File: config.mk
export PLATFORM = sky130hd
export DESIGN_NAME = mpd_dma
export DESIGN_NICKNAME = d
export VERILOG_FILES = /design/src/design/mpd_dma.v
export VERILOG_INCLUDE_DIRS = /design/src /design/src/common
export SDC_FILE = /design/constraint.sdc
export NUM_CORES = 1
export LEC_CHECK = 0
export BUFFER_PORTS_ARGS = -buffer_cell sky130_fd_sc_hd__buf_2
export CELL_PAD_IN_SITES_DETAIL_PLACEMENT = 0
export CELL_PAD_IN_SITES_GLOBAL_PLACEMENT = 1
export CORE_UTILIZATION = 30
export DETAILED_ROUTE_END_ITERATION = 10
export PLACE_DENSITY_LB_ADDON = 0.12
export SYNTH_ARGS = -nofsm -noshare
export SYNTH_HDL_FRONTEND = slang
export SYNTH_SLANG_ARGS = --single-unit
File: constraint.sdc
create_clock -name clk_sys -period 3.3 [get_ports clk_sys]
set_input_delay 0.495 -clock clk_sys [delete_from_list [all_inputs] [get_ports clk_sys]]
set_output_delay 0.495 -clock clk_sys [all_outputs]
set_load 0.02 [all_outputs]
File: src/common/mpd_consts.vh
// Constants for the packet DMA and its packet number queues.
// Included by the design, checker and bench files; holds definitions only.
`ifndef MPD_CONSTS_VH
`define MPD_CONSTS_VH
// APB register byte offsets
`define MPD_A_CTRL     12'h000
`define MPD_A_PNUM     12'h004
`define MPD_A_CMD      12'h008
`define MPD_A_PORTS    12'h00C
`define MPD_A_STAT     12'h010
`define MPD_A_FILT     12'h014
`define MPD_A_CNT      12'h018
`define MPD_A_ADDR     12'h01C
// Control register bits
`define MPD_C_TXEN     0
`define MPD_C_RECEIVE_ENABLE_BIT     1
`define MPD_C_BADCRC   2
`define MPD_C_AUTOREL  3
`define MPD_C_MONCS    4
`define MPD_C_STPHB    5
`define MPD_C_ACCEPT_ALL_MULTICAST    6
`define MPD_C_PROMISCUOUS_BIT     7
`define MPD_C_STCRC    8
// Command codes
`define MPD_CMD_ENQ    4'h1
`define MPD_CMD_TXACK  4'h2
`define MPD_CMD_RXREM  4'h3
`define MPD_CMD_RXREL  4'h4
// Status register bits
`define MPD_S_TXEMPTY  0
`define MPD_S_TXINT    1
`define MPD_S_RXOVRN   2
`define MPD_S_RXABORT  3
`define MPD_S_CNTMAX   4
`define MPD_S_RXEMPTY  5
// Queue geometry and limits
`define MPD_QDEPTH     18
`define MPD_QPTRW      5
`define MPD_PNW        5
`define MPD_AW         11
`define MPD_RETRY_MAX  5'h10
`define MPD_RX_MAXLEN  11'h5FC
`define MPD_HDR_WORDS  11'h004
`define MPD_CNT_MAX    4'hF
`define MPD_UNMAPPED   32'hDEAD_0000
`endif

File: src/design/mpd_dma.v
// Packet DMA between a CSMA/CD MAC and the packet memory arbiter / MMU,
// with the transmit, completion and receive packet number queues.
// Assumes one clock, an APB master for software, and a MAC / arbiter
// on the same clock whose pulses are one cycle wide.
//
// The implementer's own choices: the APB slave port and the register offsets.
`timescale 1ns/10ps
`include "mpd_consts.vh"
module mpd_dma (
   input  wire        clk_sys,
   input  wire        rst_n,
   input  wire [11:0] paddr,
   input  wire        psel,
   input  wire        penable,
   input  wire        pwrite,
   input  wire [31:0] pwdata,
   output reg  [31:0] prdata,
   output reg         pready,
   output reg         pslverr,
   input  wire        mac_tx_ready,     // MAC can take the next frame
   input  wire        mac_tx_ok,        // Pulse: frame sent
   input  wire        mac_tx_coll,      // Pulse: collision
   input  wire        mac_tx_late,      // Pulse: late collision
   input  wire        mac_tx_lostcrs,   // Pulse: carrier lost
   input  wire        mac_tx_hb_err,    // Pulse: heartbeat error
   input  wire        mac_rx_active,    // Pulse: reception started
   input  wire        mac_rx_fifo_ne,   // MAC receive FIFO holds data
   input  wire [1:0]  mac_rx_dst_kind,  // 0 own,1 broadcast,2 multicast,3 other
   input  wire        mac_rx_mc_hit,    // Multicast table match
   input  wire        mac_rx_dst_valid, // Pulse: destination known
   input  wire        mac_rx_done,      // Pulse: frame ended
   input  wire        mac_rx_crc_ok,    // CRC good with done
   input  wire [15:0] mac_rx_status,    // Receive status word
   input  wire        mac_rx_is_crc,    // Current byte is CRC
   input  wire        mmu_alloc_ok,     // Pulse: allocation granted
   input  wire        mmu_alloc_fail,   // Pulse: allocation refused
   input  wire [4:0]  mmu_alloc_pn,     // Granted packet number
   input  wire        arb_ack,          // Memory cycle done
   output reg         mmu_alloc_req,    // Allocation request level
   output reg         mmu_rel_req,      // Pulse: release
   output reg  [4:0]  mmu_rel_pn,       // Number to release
   output reg         arb_tx_req,       // Transmit read request
   output reg         arb_rx_req,       // Receive write request
   output reg  [4:0]  arb_pn,           // Packet number of cycle
   output reg  [10:0] tx_addr,          // Transmit address counter
   output reg  [10:0] rx_addr,          // Receive address counter
   output reg         mac_tx_start,     // Pulse: start frame
   output reg         mac_rx_flush,     // Pulse: flush MAC FIFO
   output reg         mac_rx_stop,      // Pulse: stop reception
   output reg         rx_overrun_irq    // Latched overrun level
);
   // Receive machine states
   localparam RX_IDLE = 3'h0;
   localparam RX_ALOC = 3'h1;
   localparam RX_DATA = 3'h2;
   localparam RX_HOLD = 3'h3;
   localparam RX_FAIL = 3'h4;

   reg [8:0]  ctrl_reg;       // Control bits, software and MAC
   reg [4:0]  pnum_reg;       // Packet number for enqueue
   reg [5:0]  stat_reg;       // Status bits; bits 2 to 4 sticky, the rest follow the queues
   reg [3:0]  coll_cnt_reg;   // Single collision counter
   reg [3:0]  late_cnt_reg;   // Late collision counter
   reg [4:0]  retry_reg;      // Collisions of this frame
   reg        tx_busy_reg;    // A frame is in flight
   reg [2:0]  rx_st_reg;      // Receive state
   reg [4:0]  rx_pn_reg;      // Number from last allocation
   reg [10:0] rx_len_reg;     // Received byte count

   // Three queues as arrays with circular pointers; never full by design
   reg [4:0] q_mem [0:2][0:`MPD_QDEPTH-1];
   reg [4:0] q_rd  [0:2];
   reg [4:0] q_wr  [0:2];
   reg [4:0] q_cnt [0:2];
   reg [2:0] q_push;
   reg [2:0] q_pop;
   reg [4:0] q_din [0:2];
   wire [2:0] q_ne;

   wire bus_wr   = psel & penable & pwrite;
   wire bus_rd   = psel & ~penable & ~pwrite;
   wire cmd_hit  = bus_wr & (paddr == `MPD_A_CMD);
   wire [3:0] cmd = pwdata[3:0];
   wire tx_err   = (retry_reg == `MPD_RETRY_MAX - 5'h01 && mac_tx_coll) | mac_tx_late
                 | (mac_tx_lostcrs & ctrl_reg[`MPD_C_MONCS])
                 | (mac_tx_hb_err & ctrl_reg[`MPD_C_STPHB]);
   // Destination acceptance
   wire dst_ok = ctrl_reg[`MPD_C_PROMISCUOUS_BIT] | (mac_rx_dst_kind == 2'h0)
               | (mac_rx_dst_kind == 2'h1)
               | ((mac_rx_dst_kind == 2'h2)
                  & (ctrl_reg[`MPD_C_ACCEPT_ALL_MULTICAST] | mac_rx_mc_hit));

   // Per-queue storage, one instance of logic per queue
   genvar g;
   generate
      for (g = 0; g < 3; g = g + 1) begin : gq
         assign q_ne[g] = (q_cnt[g] != 5'h00);
         always @(posedge clk_sys or negedge rst_n) begin
            if (!rst_n) begin
               q_rd[g]  <= 5'h00;
               q_wr[g]  <= 5'h00;
               q_cnt[g] <= 5'h00;
            end else begin
               // Push writes tail; wrap at depth
               if (q_push[g]) begin
                  q_mem[g][q_wr[g]] <= q_din[g];
                  q_wr[g] <= (q_wr[g] == `MPD_QDEPTH - 1) ? 5'h00 : q_wr[g] + 5'h01;
               end
               // Pop only when something is there
               if (q_pop[g] && q_ne[g])
                  q_rd[g] <= (q_rd[g] == `MPD_QDEPTH - 1) ? 5'h00 : q_rd[g] + 5'h01;
               q_cnt[g] <= q_cnt[g] + {4'h0, q_push[g]} - {4'h0, q_pop[g] & q_ne[g]};
            end
         end
      end
   endgenerate

   // Queue steering: 0 transmit, 1 completion, 2 receive
   always @* begin
      q_push   = 3'h0;
      q_pop    = 3'h0;
      q_din[0] = pnum_reg;
      q_din[1] = q_mem[0][q_rd[0]];
      q_din[2] = rx_pn_reg;
      if (cmd_hit && cmd == `MPD_CMD_ENQ)
         q_push[0] = 1'b1;
      if (cmd_hit && cmd == `MPD_CMD_TXACK)
         q_pop[1] = 1'b1;
      if (cmd_hit && (cmd == `MPD_CMD_RXREM || cmd == `MPD_CMD_RXREL))
         q_pop[2] = 1'b1;
      if (tx_busy_reg && mac_tx_ok) begin
         q_pop[0] = 1'b1;
         q_push[1] = ~ctrl_reg[`MPD_C_AUTOREL];
      end else if (tx_busy_reg && tx_err) begin
         q_pop[0] = 1'b1;
         q_push[1] = 1'b1;
      end
      if (rx_st_reg == RX_DATA && mac_rx_done && !mac_rx_fifo_ne
          && (mac_rx_crc_ok || ctrl_reg[`MPD_C_BADCRC]))
         q_push[2] = 1'b1;
   end

   // Transmit side and control register
   always @(posedge clk_sys or negedge rst_n) begin
      if (!rst_n) begin
         ctrl_reg     <= 9'h000;
         pnum_reg     <= 5'h00;
         tx_busy_reg  <= 1'b0;
         retry_reg    <= 5'h00;
         tx_addr      <= 11'h000;
         arb_tx_req   <= 1'b0;
         mac_tx_start <= 1'b0;
         coll_cnt_reg <= 4'h0;
         late_cnt_reg <= 4'h0;
      end else begin
         mac_tx_start <= 1'b0;
         if (bus_wr && paddr == `MPD_A_CTRL)
            ctrl_reg <= pwdata[8:0];
         if (bus_wr && paddr == `MPD_A_PNUM)
            pnum_reg <= pwdata[4:0];
         // Start only when enabled and an entry waits
         if (!tx_busy_reg && ctrl_reg[`MPD_C_TXEN] && q_ne[0] && mac_tx_ready) begin
            tx_busy_reg  <= 1'b1;
            mac_tx_start <= 1'b1;
            tx_addr      <= 11'h000;
            retry_reg    <= 5'h00;
         end
         // Word reads follow arbiter acknowledges
         arb_tx_req <= tx_busy_reg;
         if (tx_busy_reg && arb_ack && arb_tx_req)
            tx_addr <= tx_addr + 11'h002;
         if (tx_busy_reg && mac_tx_ok) begin
            tx_busy_reg <= 1'b0;
         end else if (tx_busy_reg && tx_err) begin
            tx_busy_reg <= 1'b0;
            ctrl_reg[`MPD_C_TXEN] <= 1'b0;
         end else if (tx_busy_reg && mac_tx_coll) begin
            retry_reg    <= retry_reg + 5'h01;
            tx_addr      <= 11'h000;
            mac_tx_start <= 1'b1;
         end
         // Counters step once per collision pulse and stick at maximum
         if (mac_tx_coll && coll_cnt_reg != `MPD_CNT_MAX)
            coll_cnt_reg <= coll_cnt_reg + 4'h1;
         if (mac_tx_late && late_cnt_reg != `MPD_CNT_MAX)
            late_cnt_reg <= late_cnt_reg + 4'h1;
      end
   end

   // Receive machine
   always @(posedge clk_sys or negedge rst_n) begin
      if (!rst_n) begin
         rx_st_reg     <= RX_IDLE;
         rx_pn_reg     <= 5'h00;
         rx_len_reg    <= 11'h000;
         rx_addr       <= 11'h000;
         mmu_alloc_req <= 1'b0;
         mmu_rel_req   <= 1'b0;
         mmu_rel_pn    <= 5'h00;
         arb_rx_req    <= 1'b0;
         mac_rx_stop   <= 1'b0;
         mac_rx_flush  <= 1'b0;
      end else begin
         mmu_rel_req  <= 1'b0;
         mac_rx_stop  <= 1'b0;
         mac_rx_flush <= 1'b0;
         // Software release of receive head, or auto release after send
         if (cmd_hit && cmd == `MPD_CMD_RXREL && q_ne[2]) begin
            mmu_rel_req <= 1'b1;
            mmu_rel_pn  <= q_mem[2][q_rd[2]];
         end else if (tx_busy_reg && mac_tx_ok && ctrl_reg[`MPD_C_AUTOREL]) begin
            mmu_rel_req <= 1'b1;
            mmu_rel_pn  <= q_mem[0][q_rd[0]];
         end
         case (rx_st_reg)
            RX_IDLE: begin
               if (mac_rx_active && ctrl_reg[`MPD_C_RECEIVE_ENABLE_BIT]) begin
                  mmu_alloc_req <= 1'b1;
                  rx_st_reg     <= RX_ALOC;
               end
            end
            RX_ALOC: begin
               if (mmu_alloc_ok) begin
                  mmu_alloc_req <= 1'b0;
                  rx_pn_reg     <= mmu_alloc_pn;
                  rx_addr       <= `MPD_HDR_WORDS;
                  rx_len_reg    <= 11'h000;
                  rx_st_reg     <= RX_DATA;
               end else if (mmu_alloc_fail) begin
                  mmu_alloc_req <= 1'b0;
                  rx_st_reg     <= RX_FAIL;
               end
            end
            RX_DATA: begin
               arb_rx_req <= mac_rx_fifo_ne;
               if (arb_rx_req && arb_ack) begin
                  rx_addr    <= rx_addr + 11'h002;
                  rx_len_reg <= rx_len_reg + 11'h002;
               end
               if ((mac_rx_dst_valid && !dst_ok) || rx_len_reg > `MPD_RX_MAXLEN) begin
                  mmu_rel_req <= 1'b1;
                  mmu_rel_pn  <= rx_pn_reg;
                  mac_rx_stop <= 1'b1;
                  arb_rx_req  <= 1'b0;
                  rx_st_reg   <= RX_IDLE;
               end else if (mac_rx_done && !mac_rx_fifo_ne) begin
                  // Address back to header slot; RX_HOLD then returns to idle
                  rx_addr    <= 11'h000;
                  arb_rx_req <= 1'b0;
                  rx_st_reg  <= RX_HOLD;
                  if (!(mac_rx_crc_ok || ctrl_reg[`MPD_C_BADCRC])) begin
                     mmu_rel_req <= 1'b1;
                     mmu_rel_pn  <= rx_pn_reg;
                  end
               end
            end
            RX_HOLD: rx_st_reg <= RX_IDLE;
            RX_FAIL: begin
               if (mac_rx_active) begin
                  mac_rx_flush <= 1'b1;
                  rx_st_reg    <= RX_IDLE;
               end
            end
            default: rx_st_reg <= RX_IDLE;
         endcase
      end
   end

   // Status, sticky in bits 2 to 4; a set in the same cycle beats the clear
   always @(posedge clk_sys or negedge rst_n) begin
      if (!rst_n) begin
         stat_reg       <= 6'h00;
         rx_overrun_irq <= 1'b0;
      end else begin
         if (bus_wr && paddr == `MPD_A_STAT)
            stat_reg[4:2] <= stat_reg[4:2] & ~pwdata[4:2];
         stat_reg[`MPD_S_TXEMPTY] <= ~q_ne[0];
         stat_reg[`MPD_S_TXINT]   <= q_ne[1];
         stat_reg[`MPD_S_RXEMPTY] <= ~q_ne[2];
         if (rx_st_reg == RX_FAIL && mac_rx_fifo_ne)
            stat_reg[`MPD_S_RXOVRN] <= 1'b1;
         if (rx_st_reg == RX_DATA && rx_len_reg > `MPD_RX_MAXLEN)
            stat_reg[`MPD_S_RXABORT] <= 1'b1;
         if (coll_cnt_reg == `MPD_CNT_MAX || late_cnt_reg == `MPD_CNT_MAX)
            stat_reg[`MPD_S_CNTMAX] <= 1'b1;
         rx_overrun_irq <= stat_reg[`MPD_S_RXOVRN];
      end
   end

   // APB slave: zero wait states, read data set in setup cycle
   always @(posedge clk_sys or negedge rst_n) begin
      if (!rst_n) begin
         prdata  <= 32'h0000_0000;
         pready  <= 1'b0;
         pslverr <= 1'b0;
         arb_pn  <= 5'h00;
      end else begin
         pready  <= psel & ~penable;
         pslverr <= 1'b0;
         arb_pn  <= arb_rx_req ? rx_pn_reg : q_mem[0][q_rd[0]];
         if (bus_rd) begin
            case (paddr)
               `MPD_A_CTRL:  prdata <= {23'h0, ctrl_reg};
               `MPD_A_PNUM:  prdata <= {27'h0, pnum_reg};
               `MPD_A_CMD:   prdata <= 32'h0000_0000;
               `MPD_A_PORTS: prdata <= {16'h0, ~q_ne[2], 2'h0, q_mem[2][q_rd[2]],
                                        ~q_ne[1], 2'h0, q_mem[1][q_rd[1]]};
               `MPD_A_STAT:  prdata <= {26'h0, stat_reg};
               `MPD_A_FILT:  prdata <= {16'h0, mac_rx_status};
               `MPD_A_CNT:   prdata <= {24'h0, late_cnt_reg, coll_cnt_reg};
               `MPD_A_ADDR:  prdata <= {5'h0, rx_addr, 5'h0, tx_addr};
               default: begin
                  prdata  <= `MPD_UNMAPPED;
               end
            endcase
         end
      end
   end
endmodule

==> flow_summary_export.csv, run 1 <==
group,metric,value,unit
routing,top_layer_used,"met4",
clock_tree,ctsRootBufferMaster,"clkbuf_16",
synth,synthMostInstantiatedCell,"edfxtp_1",
cells_and_area,area_growth,18.7,%
global_routing,grtUsageTotal,0.170,
global_routing,grt_max_degree,92,
routing,route.antenna.remaining_nets,0,
timing,setup_viol,0,
cells_and_area,diodes,0,
worst_hold_path,hold_depth,2,
place,place_congestion,0.785,
clock_tree,cts_buffers,52,
synth,synth.distinct_cells,75,
timing,drv_slew,0,
clock_tree,post_cts.repair.setup_buffers,0,
timing,rsz0062_at_grt,"false",
clock_tree,ctsHtreeMaxLevel,2,
place,place_ws,0.218,ns
routing,drtIter0Drc,803,
routing,drt-total-wl,56.2,mm
global_routing,overflow,0,
setup_path,cp-end-kind,"flop",
clock_tree,cts_tree,"built",
synth,async_reset_ff_frac,0.379,
status,outcome,"completed",
synth,syn-cell-area,19600,µm²
synth,synth_top_cell_by_area,"edfxtp_1",
synth,synth_seq_cells,435,
power,p_per_area,528,nW/µm²
routing,wl_met2,26.3,mm
synth,avgSynthCellArea,13.5,µm²
setup_path,critPathKind,"flop to flop",
cells_and_area,nets,1789,
cells_and_area,largest_reg_flops,270,
setup_path,rr_worst_depth,13,
timing,clock_skew,0.0233,ns
routing,vias_per_cell,4.88,
floorplan,core_area,64500,µm²
routing,route.detailed.drc,0,
synth,synth_edf_count,270,
floorplan,dieArea,66300,µm²
setup_path,required,3.80,ns
timing,final_hold_viol_count,0,
routing,vias,12500,
global_routing,grt_pass1_wl,83.6,mm
cells_and_area,drive_gt1_frac,0.231,
synth,synth_top_area_share,0.414,
power,p_leak,9.19,nW
synth,netlist_instances,1451,
floorplan,die_h,257,µm
synth,synth_area_leaders,"edfxtp_1, dfrtp_1, mux4_2, mux2i_1, ha_1",
synth,yosys-top-cells-count,"edfxtp_1, dfrtp_1, nor2_1",
setup_path,worstSetupStartpointType,"flop",
synth,synth_warnings,0,
floorplan,start_util,0.304,
timing,worst_pin_slew,0.897,ns
floorplan,row_count,93,
worst_hold_path,holdCritPathClass,"primary input to flop",
timing,setup_tns,0,ns
global_routing,grt_pass1_vias,12500,
power,vdd_ir_drop_max,0.392,mV
clock_tree,clk_pin_slew,0.06,ns
job,maxCapViolCount,0,
routing,drt-wirelength-per-cell,22.0,µm
floorplan,ios,162,
routing,wl_met1,26.2,mm
timing,fin_crit_sh,0.930,
timing,setup_slack,0.232,ns
floorplan,die_w,257,µm
synth,seq_area_frac_synth,0.625,
place,io_buffers,134,
routing,drtPass1Iterations,5,
timing,fin_crit,3.07,ns
clock_tree,clock_sinks,435,
setup_path,critPathMaxFanout,5,
clock_tree,insertion_delay,0.60,ns
place,dp_hpwl,40.3,mm
routing,wl_met3,2.50,mm
synth,synthFlopType,"edfxtp_1",
global_routing,antenna_found_initial,5,
clock_tree,cts_max_path_buffers,3,
setup_path,critPathArrivalTime,3.57,ns
timing,max_clock_freq,0.326,GHz
timing,slew_headroom,0.402,
## cell families (layout without fill, tap and decap cells)
kind of cell               count (synthesis)  count (layout)  share of synthesized area
and+or+nand+nor                          459             459                      0.125
DFF                                      435             435                      0.625
AOI/OAI and AO/OA                        214             214                     0.0759
other                                      1               3                   0.000192
adders and majority gates                 45              45                     0.0299
xor gates and xnor gates                  32              32                     0.0143
buffers and inverters                    119             365                     0.0267
muxes                                    146             146                      0.103
## placed cells by master, fill, tap and decap left out, types with 8 or more instances in the layout
cell type	n
a21o_1	19
nand4_1	17
nor2_1	107
dfrtp_1	164
clkbuf_1	15
xnor2_1	18
a211oi_1	16
nor3_1	15
a221oi_1	10
and3_1	23
nor2b_1	32
mux2_2	41
nand3_1	57
buf_4	80
o22ai_1	9
nand2_1	98
mux4_2	40
nand3b_1	8
clkinv_1	15
a31oi_1	19
clkinv_2	11
o21ai_0	35
or3_1	10
o31ai_1	13
clkbuf_16	52
o221ai_1	8
a21oi_1	32
ha_1	42
buf_2	133
xor2_1	14
mux2i_1	65
inv_1	50
nand2b_1	9
and2_1	25
edfxtp_1	270
## metrics by stage
stage | cell area, µm² | std cells | hold WS, ns | utilization | power [mW]
floorplan | 19600 | 1453 | 0.199 | - | 6.70
global placement | 21700 | 2456 | 0.446 | 0.336 | 7.06
detailed placement | 21700 | 2456 | 0.444 | 0.336 | 7.07
CTS | 23200 | 2554 | 0.0288 | 0.360 | 12.5
global route | 23200 | 2554 | 0.0493 | 0.360 | 12.8
finish | 23200 | 2554 | 0.0687 | 0.360 | 12.3
## where the power goes
group,leakage (nW),switching (mW),internal [mW]
Combinational,3.91,0.499,0.397
Clock,0.770,2.26,3.07
Sequential,4.51,0.154,5.90
## what timing repair did
| action | in CTS | in global routing |
|---|---|---|
| endpoints found under the setup margin | 0 | 0 |
| endpoints found under the hold margin | 18 | 0 |
| hold buffers | 1 | 0 |
| gates resized for setup | 0 | 0 |
## worst paths after layout
path                            slack [ns]        start          end
worst max-delay path                  0.23     q_cnt[7]     q_cnt[9]
worst max register to register        0.23     q_cnt[7]     q_cnt[9]
worst min register to register        0.47  stat_reg[4]  stat_reg[4]
max in group asynchronous             1.79        rst_n      q_rd[0]
min in group asynchronous             0.39        rst_n   prdata[30]
worst min-delay path                  0.07      penable       pready
## area by class of cell
| class | count | area [µm²] |
|---|---|---|
| Fill cell | 6369 | 41200 |
| Sequential cell | 435 | 12200 |
| Multi-Input combinational cell | 899 | 6830 |
| Clock buffer | 68 | 1370 |
| Timing Repair Buffer | 217 | 1330 |
| Tap cell | 855 | 1070 |
| Clock inverter | 29 | 193 |
| Inverter | 51 | 191 |
## per-layer routing
metal	GRT usage	up-vias
li1	-	5874
met1	0.238	6251
met2	0.273	280
met3	0.0294	65
met4	0.0417	0
met5	0	-
## worst max-delay path, stage by stage (launching register included)
cell	delay, ns
dfrtp_1	0.35
inv_1	0.06
ha_1	0.19
nor4b_1	0.15
or4b_1	0.56
or3_1	0.46
nand2_1	0.11
nand2_1	0.06
ha_1	0.21
fa_1	0.40
a21oi_1	0.16
nor2_1	0.05
nor2_1	0.12
xnor2_1	0.12
(Power assumes the default switching activity.)
==> run 2, diff against run 1 <==
--- a/config.mk
+++ b/config.mk
@@ -7,8 +7,6 @@
 export NUM_CORES = 1
 export LEC_CHECK = 0
 export BUFFER_PORTS_ARGS = -buffer_cell sky130_fd_sc_hd__buf_2
-export CELL_PAD_IN_SITES_DETAIL_PLACEMENT = 0
-export CELL_PAD_IN_SITES_GLOBAL_PLACEMENT = 1
 export CORE_UTILIZATION = 30
 export DETAILED_ROUTE_END_ITERATION = 10
 export PLACE_DENSITY_LB_ADDON = 0.12
==> run 2 against run 1 <==
Effect of this change: routed wire length shrank 3.5%; non-clock buffer count down 6; setup slack improved by 0.014 ns; design area increased by 0.43%; clock skew increased by 0.0050 ns; flip-flop and latch count did not move; sequential share of layout area down 0.23 points; sequential power about the same; largest power group unchanged; utilization increased by 0.16 points; highest routed layer unchanged; global-route usage is 0.40 points lower; count of clock-buffer cells in the layout up 5; power up 3.2%.
==> flow_summary_export.csv, run 2 (synthesized netlist as in run 1, its figures left out) <==
group,metric,value,unit
cells_and_area,largest_reg_flops,270,
clock_tree,ctsHtreeMaxLevel,2,
setup_path,worstSetupStartpointType,"flop",
routing,drtIter0Drc,802,
setup_path,path_cells,"inv_1, ha_1, nor4b_1, or4b_1, or3_4, nand2_1, nand2_1, ha_1, fa_1, a21oi_1, nor2_1, nor2_1, xnor2_1",
floorplan,core_area,64500,µm²
power,p_leak,9.21,nW
floorplan,ios,162,
setup_path,critPathSlowestCell,"or4b_1",
timing,setup_viol,0,
cells_and_area,drive_gt1_frac,0.234,
routing,drt-total-wl,54.2,mm
clock_tree,cts_max_path_buffers,3,
global_routing,grt_pass1_wl,83.3,mm
clock_tree,clk_pin_slew,0.06,ns
floorplan,dieArea,66300,µm²
worst_hold_path,hold_path_startpoint,"mmu_alloc_pn[0]",
global_routing,overflow,0,
setup_path,critPathMaxFanout,5,
global_routing,grt_max_degree,46,
routing,vias_per_cell,4.91,
timing,fin_crit_sh,0.926,
power,p_per_area,543,nW/µm²
clock_tree,clock_sinks,435,
place,dp_hpwl,38.7,mm
timing,fin_crit,3.05,ns
floorplan,row_count,93,
timing,max_clock_freq,0.327,GHz
clock_tree,post_cts.repair.setup_buffers,0,
cells_and_area,finalNonFillerCells,2547,
timing,slew_headroom,0.243,
worst_hold_path,holdCritPathClass,"primary input to flop",
setup_path,required,3.82,ns
clock_tree,cts_buffers,51,
cells_and_area,diodes,0,
clock_tree,ctsRootBufferMaster,"clkbuf_16",
setup_path,rr_startpoint,"q_cnt[8]",
floorplan,die_h,257,µm
place,dp_cells,2450,
global_routing,antenna_found_initial,1,
routing,drt-wirelength-per-cell,21.3,µm
routing,vias,12500,
timing,drv_slew,0,
global_routing,grt_pass1_vias,12900,
setup_path,cp-startpoint,"q_cnt[8]",
job,maxCapViolCount,0,
timing,setup_tns,0,ns
cells_and_area,nets,1782,
place,io_buffers,134,
setup_path,slowest_delay,0.55,ns
cells_and_area,most-common-layout-cells,"edfxtp_1, dfrtp_1, buf_2",
timing,worst_pin_slew,1.13,ns
status,outcome,"completed",
floorplan,start_util,0.304,
timing,clock_skew,0.0283,ns
routing,drtPass1Iterations,5,
timing,rsz0062_at_grt,"false",
cells_and_area,final_core_util,0.362,
setup_path,cp-end-kind,"flop",
cells_and_area,fillers,6351,
cells_and_area,layout_commonest_cell,"edfxtp_1",
setup_path,critPathArrivalTime,3.58,ns
global_routing,grtUsageTotal,0.166,
routing,route.detailed.drc,0,
power,vdd_ir_drop_max,0.373,mV
cells_and_area,area_growth,19.2,%
floorplan,die_w,257,µm
routing,route.antenna.remaining_nets,0,
clock_tree,insertion_delay,0.60,ns
clock_tree,cts_tree,"built",
timing,final_hold_viol_count,0,
setup_path,critPathKind,"flop to flop",
place,place_congestion,0.802,
timing,fin_hold_ws,0.121,ns
[run 2: critical path: cells and delay by family (launching register included)]
family / cells / cell delay (ns)
AO/OA/AOI/OAI: 1 / 0.16
flip-flops: 1 / 0.36
buffers and inverters: 1 / 0.07
AND/OR/NAND/NOR: 7 / 1.48
adder cells (fa/ha/maj): 3 / 0.80
XOR/XNOR: 1 / 0.12
[run 2: final cells by class]
cell class / count / area, µm² / share of cell area
Clock buffer: 73 / 1430 / 0.0613
Sequential cell: 435 / 12200 / 0.525
Multi-Input combinational cell: 899 / 6830 / 0.293
Clock inverter: 23 / 285 / 0.0122
Inverter: 51 / 191 / 0.00821
Timing Repair Buffer: 211 / 1280 / 0.0551
Tap cell: 855 / 1070 / 0.0459
[run 2: per-stage QoR]
| step | setup slack [ns] | total power [mW] | cell area [µm²] |
|---|---|---|---|
| 2_1_floorplan | 0.392 | 6.70 | 19600 |
| 3_3_place_gp | 0.179 | 7.03 | 21600 |
| 3_5_place_dp | 0.168 | 7.04 | 21600 |
| 4_1_cts | 0.157 | 12.8 | 23300 |
| 5_1_grt | 0.0415 | 13.2 | 23300 |
| 6_report | 0.246 | 12.7 | 23300 |
[run 2: final timing paths]
| kind | end | cells after the start | slack [ns] |
|---|---|---|---|
| max in group asynchronous | q_wr[2] | 4 | 1.71 |
| hold / removal | rx_pn_reg[0] | 2 | 0.12 |
| hold reg to reg | prdata[24] | 2 | 0.47 |
| min in group asynchronous | q_wr[9] | 2 | 0.35 |
| setup / recovery | q_cnt[9] | 13 | 0.25 |
| setup reg to reg | q_cnt[9] | 13 | 0.25 |
[run 2: timing repair]
action | 4_1_cts | 5_1_grt
gates resized for setup | 0 | 2
hold buffers | 1 | 0
endpoints found under the setup margin | 0 | 2
endpoints found under the hold margin | 18 | 0
[run 2: power breakdown]
group | switching, mW | leakage [nW] | total, mW | internal, mW
Clock | 2.32 | 0.832 | 5.74 | 3.42
Combinational | 0.488 | 3.86 | 0.875 | 0.387
Sequential | 0.156 | 4.51 | 6.05 | 5.90
Total | 2.96 | 9.21 | 12.7 | 9.70
[run 2: layer usage]
metal  routed length (µm)  GRT usage
met4                 1560     0.0523
met3                 1970     0.0255
met5                    0          0
met1                25600      0.233
met2                25100      0.263
==> run 3, diff against run 2 <==
--- a/config.mk
+++ b/config.mk
@@ -10,6 +10,7 @@
 export CORE_UTILIZATION = 30
 export DETAILED_ROUTE_END_ITERATION = 10
 export PLACE_DENSITY_LB_ADDON = 0.12
+export SETUP_SLACK_MARGIN = 0.4
 export SYNTH_ARGS = -nofsm -noshare
 export SYNTH_HDL_FRONTEND = slang
 export SYNTH_SLANG_ARGS = --single-unit
==> run 3 against run 2 <==
Effect of this change: die area unchanged; largest power group unchanged; clock skew increased by 0.0020 ns; design area increased by 0.91%.
==> flow_summary_export.csv, run 3 (synthesized netlist as in run 1, its figures left out) <==
group,metric,value,unit
setup_path,cp-startpoint,"q_cnt[3]",
global_routing,grt_pass1_vias,12900,
cells_and_area,fillers,6322,
setup_path,critPathKind,"flop to flop",
clock_tree,cts_tree,"built",
clock_tree,ctsHtreeMaxLevel,2,
setup_path,rr_startpoint,"q_cnt[3]",
clock_tree,clock_sinks,435,
timing,max_clock_freq,0.359,GHz
floorplan,start_util,0.304,
timing,final_hold_viol_count,0,
timing,clock_skew,0.0303,ns
setup_path,worstSetupStartpointType,"flop",
worst_hold_path,hold_path_startpoint,"penable",
floorplan,dieArea,66300,µm²
place,dp_hpwl,39.5,mm
cells_and_area,area_growth,20.3,%
power,vdd_ir_drop_max,0.345,mV
routing,drtPass1Iterations,5,
routing,vias_per_cell,4.90,
global_routing,overflow,0,
cells_and_area,finalNonFillerCells,2570,
setup_path,cp-end-kind,"flop",
cells_and_area,most-common-layout-cells,"edfxtp_1, dfrtp_1, buf_2",
power,p_leak,9.28,nW
routing,route.antenna.remaining_nets,0,
clock_tree,cts_buffers,49,
routing,drtIter0Drc,833,
timing,setup_viol,0,
status,outcome,"completed",
timing,rsz0062_at_grt,"true",
timing,setup_tns,0,ns
job,maxCapViolCount,0,
timing,drv_slew,0,
place,io_buffers,134,
floorplan,die_h,257,µm
place,place_congestion,0.812,
power,p_per_area,524,nW/µm²
floorplan,ios,162,
routing,route.detailed.drc,0,
floorplan,core_area,64500,µm²
clock_tree,ctsRootBufferMaster,"clkbuf_16",
setup_path,critPathMaxFanout,4,
cells_and_area,drive_gt1_frac,0.253,
timing,fin_crit_sh,0.843,
worst_hold_path,holdCritPathClass,"primary input to flop",
timing,slew_headroom,0.430,
global_routing,antenna_found_initial,4,
clock_tree,clk_pin_slew,0.06,ns
timing,fin_crit,2.78,ns
setup_path,r2r_slack,0.52,ns
setup_path,required,3.79,ns
cells_and_area,largest_reg_flops,270,
clock_tree,insertion_delay,0.60,ns
routing,drt-wirelength-per-cell,21.5,µm
timing,worst_pin_slew,0.856,ns
clock_tree,cts_max_path_buffers,3,
global_routing,grt_max_degree,86,
global_routing,grt_pass1_wl,83.5,mm
floorplan,die_w,257,µm
power,fin_total_pwr,12.3,mW
place,dp_cells,2460,
floorplan,row_count,93,
cells_and_area,final_core_util,0.365,
global_routing,grtUsageTotal,0.168,
timing,fin_hold_ws,0.0735,ns
setup_path,critPathArrivalTime,3.27,ns
cells_and_area,nets,1807,
cells_and_area,layout_commonest_cell,"edfxtp_1",
routing,vias,12600,
routing,drt-total-wl,55.3,mm
[run 3: routing by layer]
layer  vias to the layer above  GRT usage  share of wire
met4                         0     0.0493          0.025
met5                         -          0              0
li1                       5902          -              -
met2                       289      0.268           0.47
met3                        73     0.0269          0.044
met1                      6318      0.235           0.46
[run 3: what timing repair did]
item	in CTS	in global routing
endpoints found under the hold margin	18	0
buffers inserted	11	6
resized for setup	15	16
setup endpoints to repair	3	49
pin swaps	8	16
hold buffers	1	0
[run 3: through the flow]
step	instance area, µm²	worst slack (ns)
detailed placement	21700	0.179
global route	23500	0.319
CTS	23400	0.336
floorplan	19600	0.442
finish	23500	0.517
global placement	21700	0.208
[run 3: layout make-up]
type	count	area [µm²]	share of cell area
Sequential cell	435	12200	0.520
Multi-Input combinational cell	899	6970	0.296
Timing Repair Buffer	238	1520	0.0644
Clock buffer	75	1380	0.0588
Tap cell	855	1070	0.0454
Inverter	51	191	0.00813
Clock inverter	14	164	0.00696
Antenna cell	3	7.51	0.000319
[run 3: worst max-delay path, cell delays in order, from the launching register on]
cell and delay (ns):
dfrtp_1 0.38, inv_1 0.09, ha_1 0.15, or4b_4 0.51, o21ai_1 0.14, nor2_1 0.07, ha_1 0.26, inv_1 0.06
ha_1 0.17, inv_1 0.06, fa_1 0.40, inv_1 0.07, a21oi_1 0.06, nor2_1 0.08, nor2_1 0.05, xnor2_1 0.12
[run 3: path summary, 6_finish.rpt]
path,end,cells past startpoint
max,q_cnt[4],15
min,pready,2
max reg2reg,q_cnt[4],15
min reg2reg,prdata[14],2
max in group asynchronous,q_rd[0],3
min in group asynchronous,prdata[22],2
[run 3: power breakdown]
group	switching [mW]	total [mW]	internal, mW
Clock	2.26	5.31	3.06
Sequential	0.159	6.06	5.90
Combinational	0.525	0.965	0.440
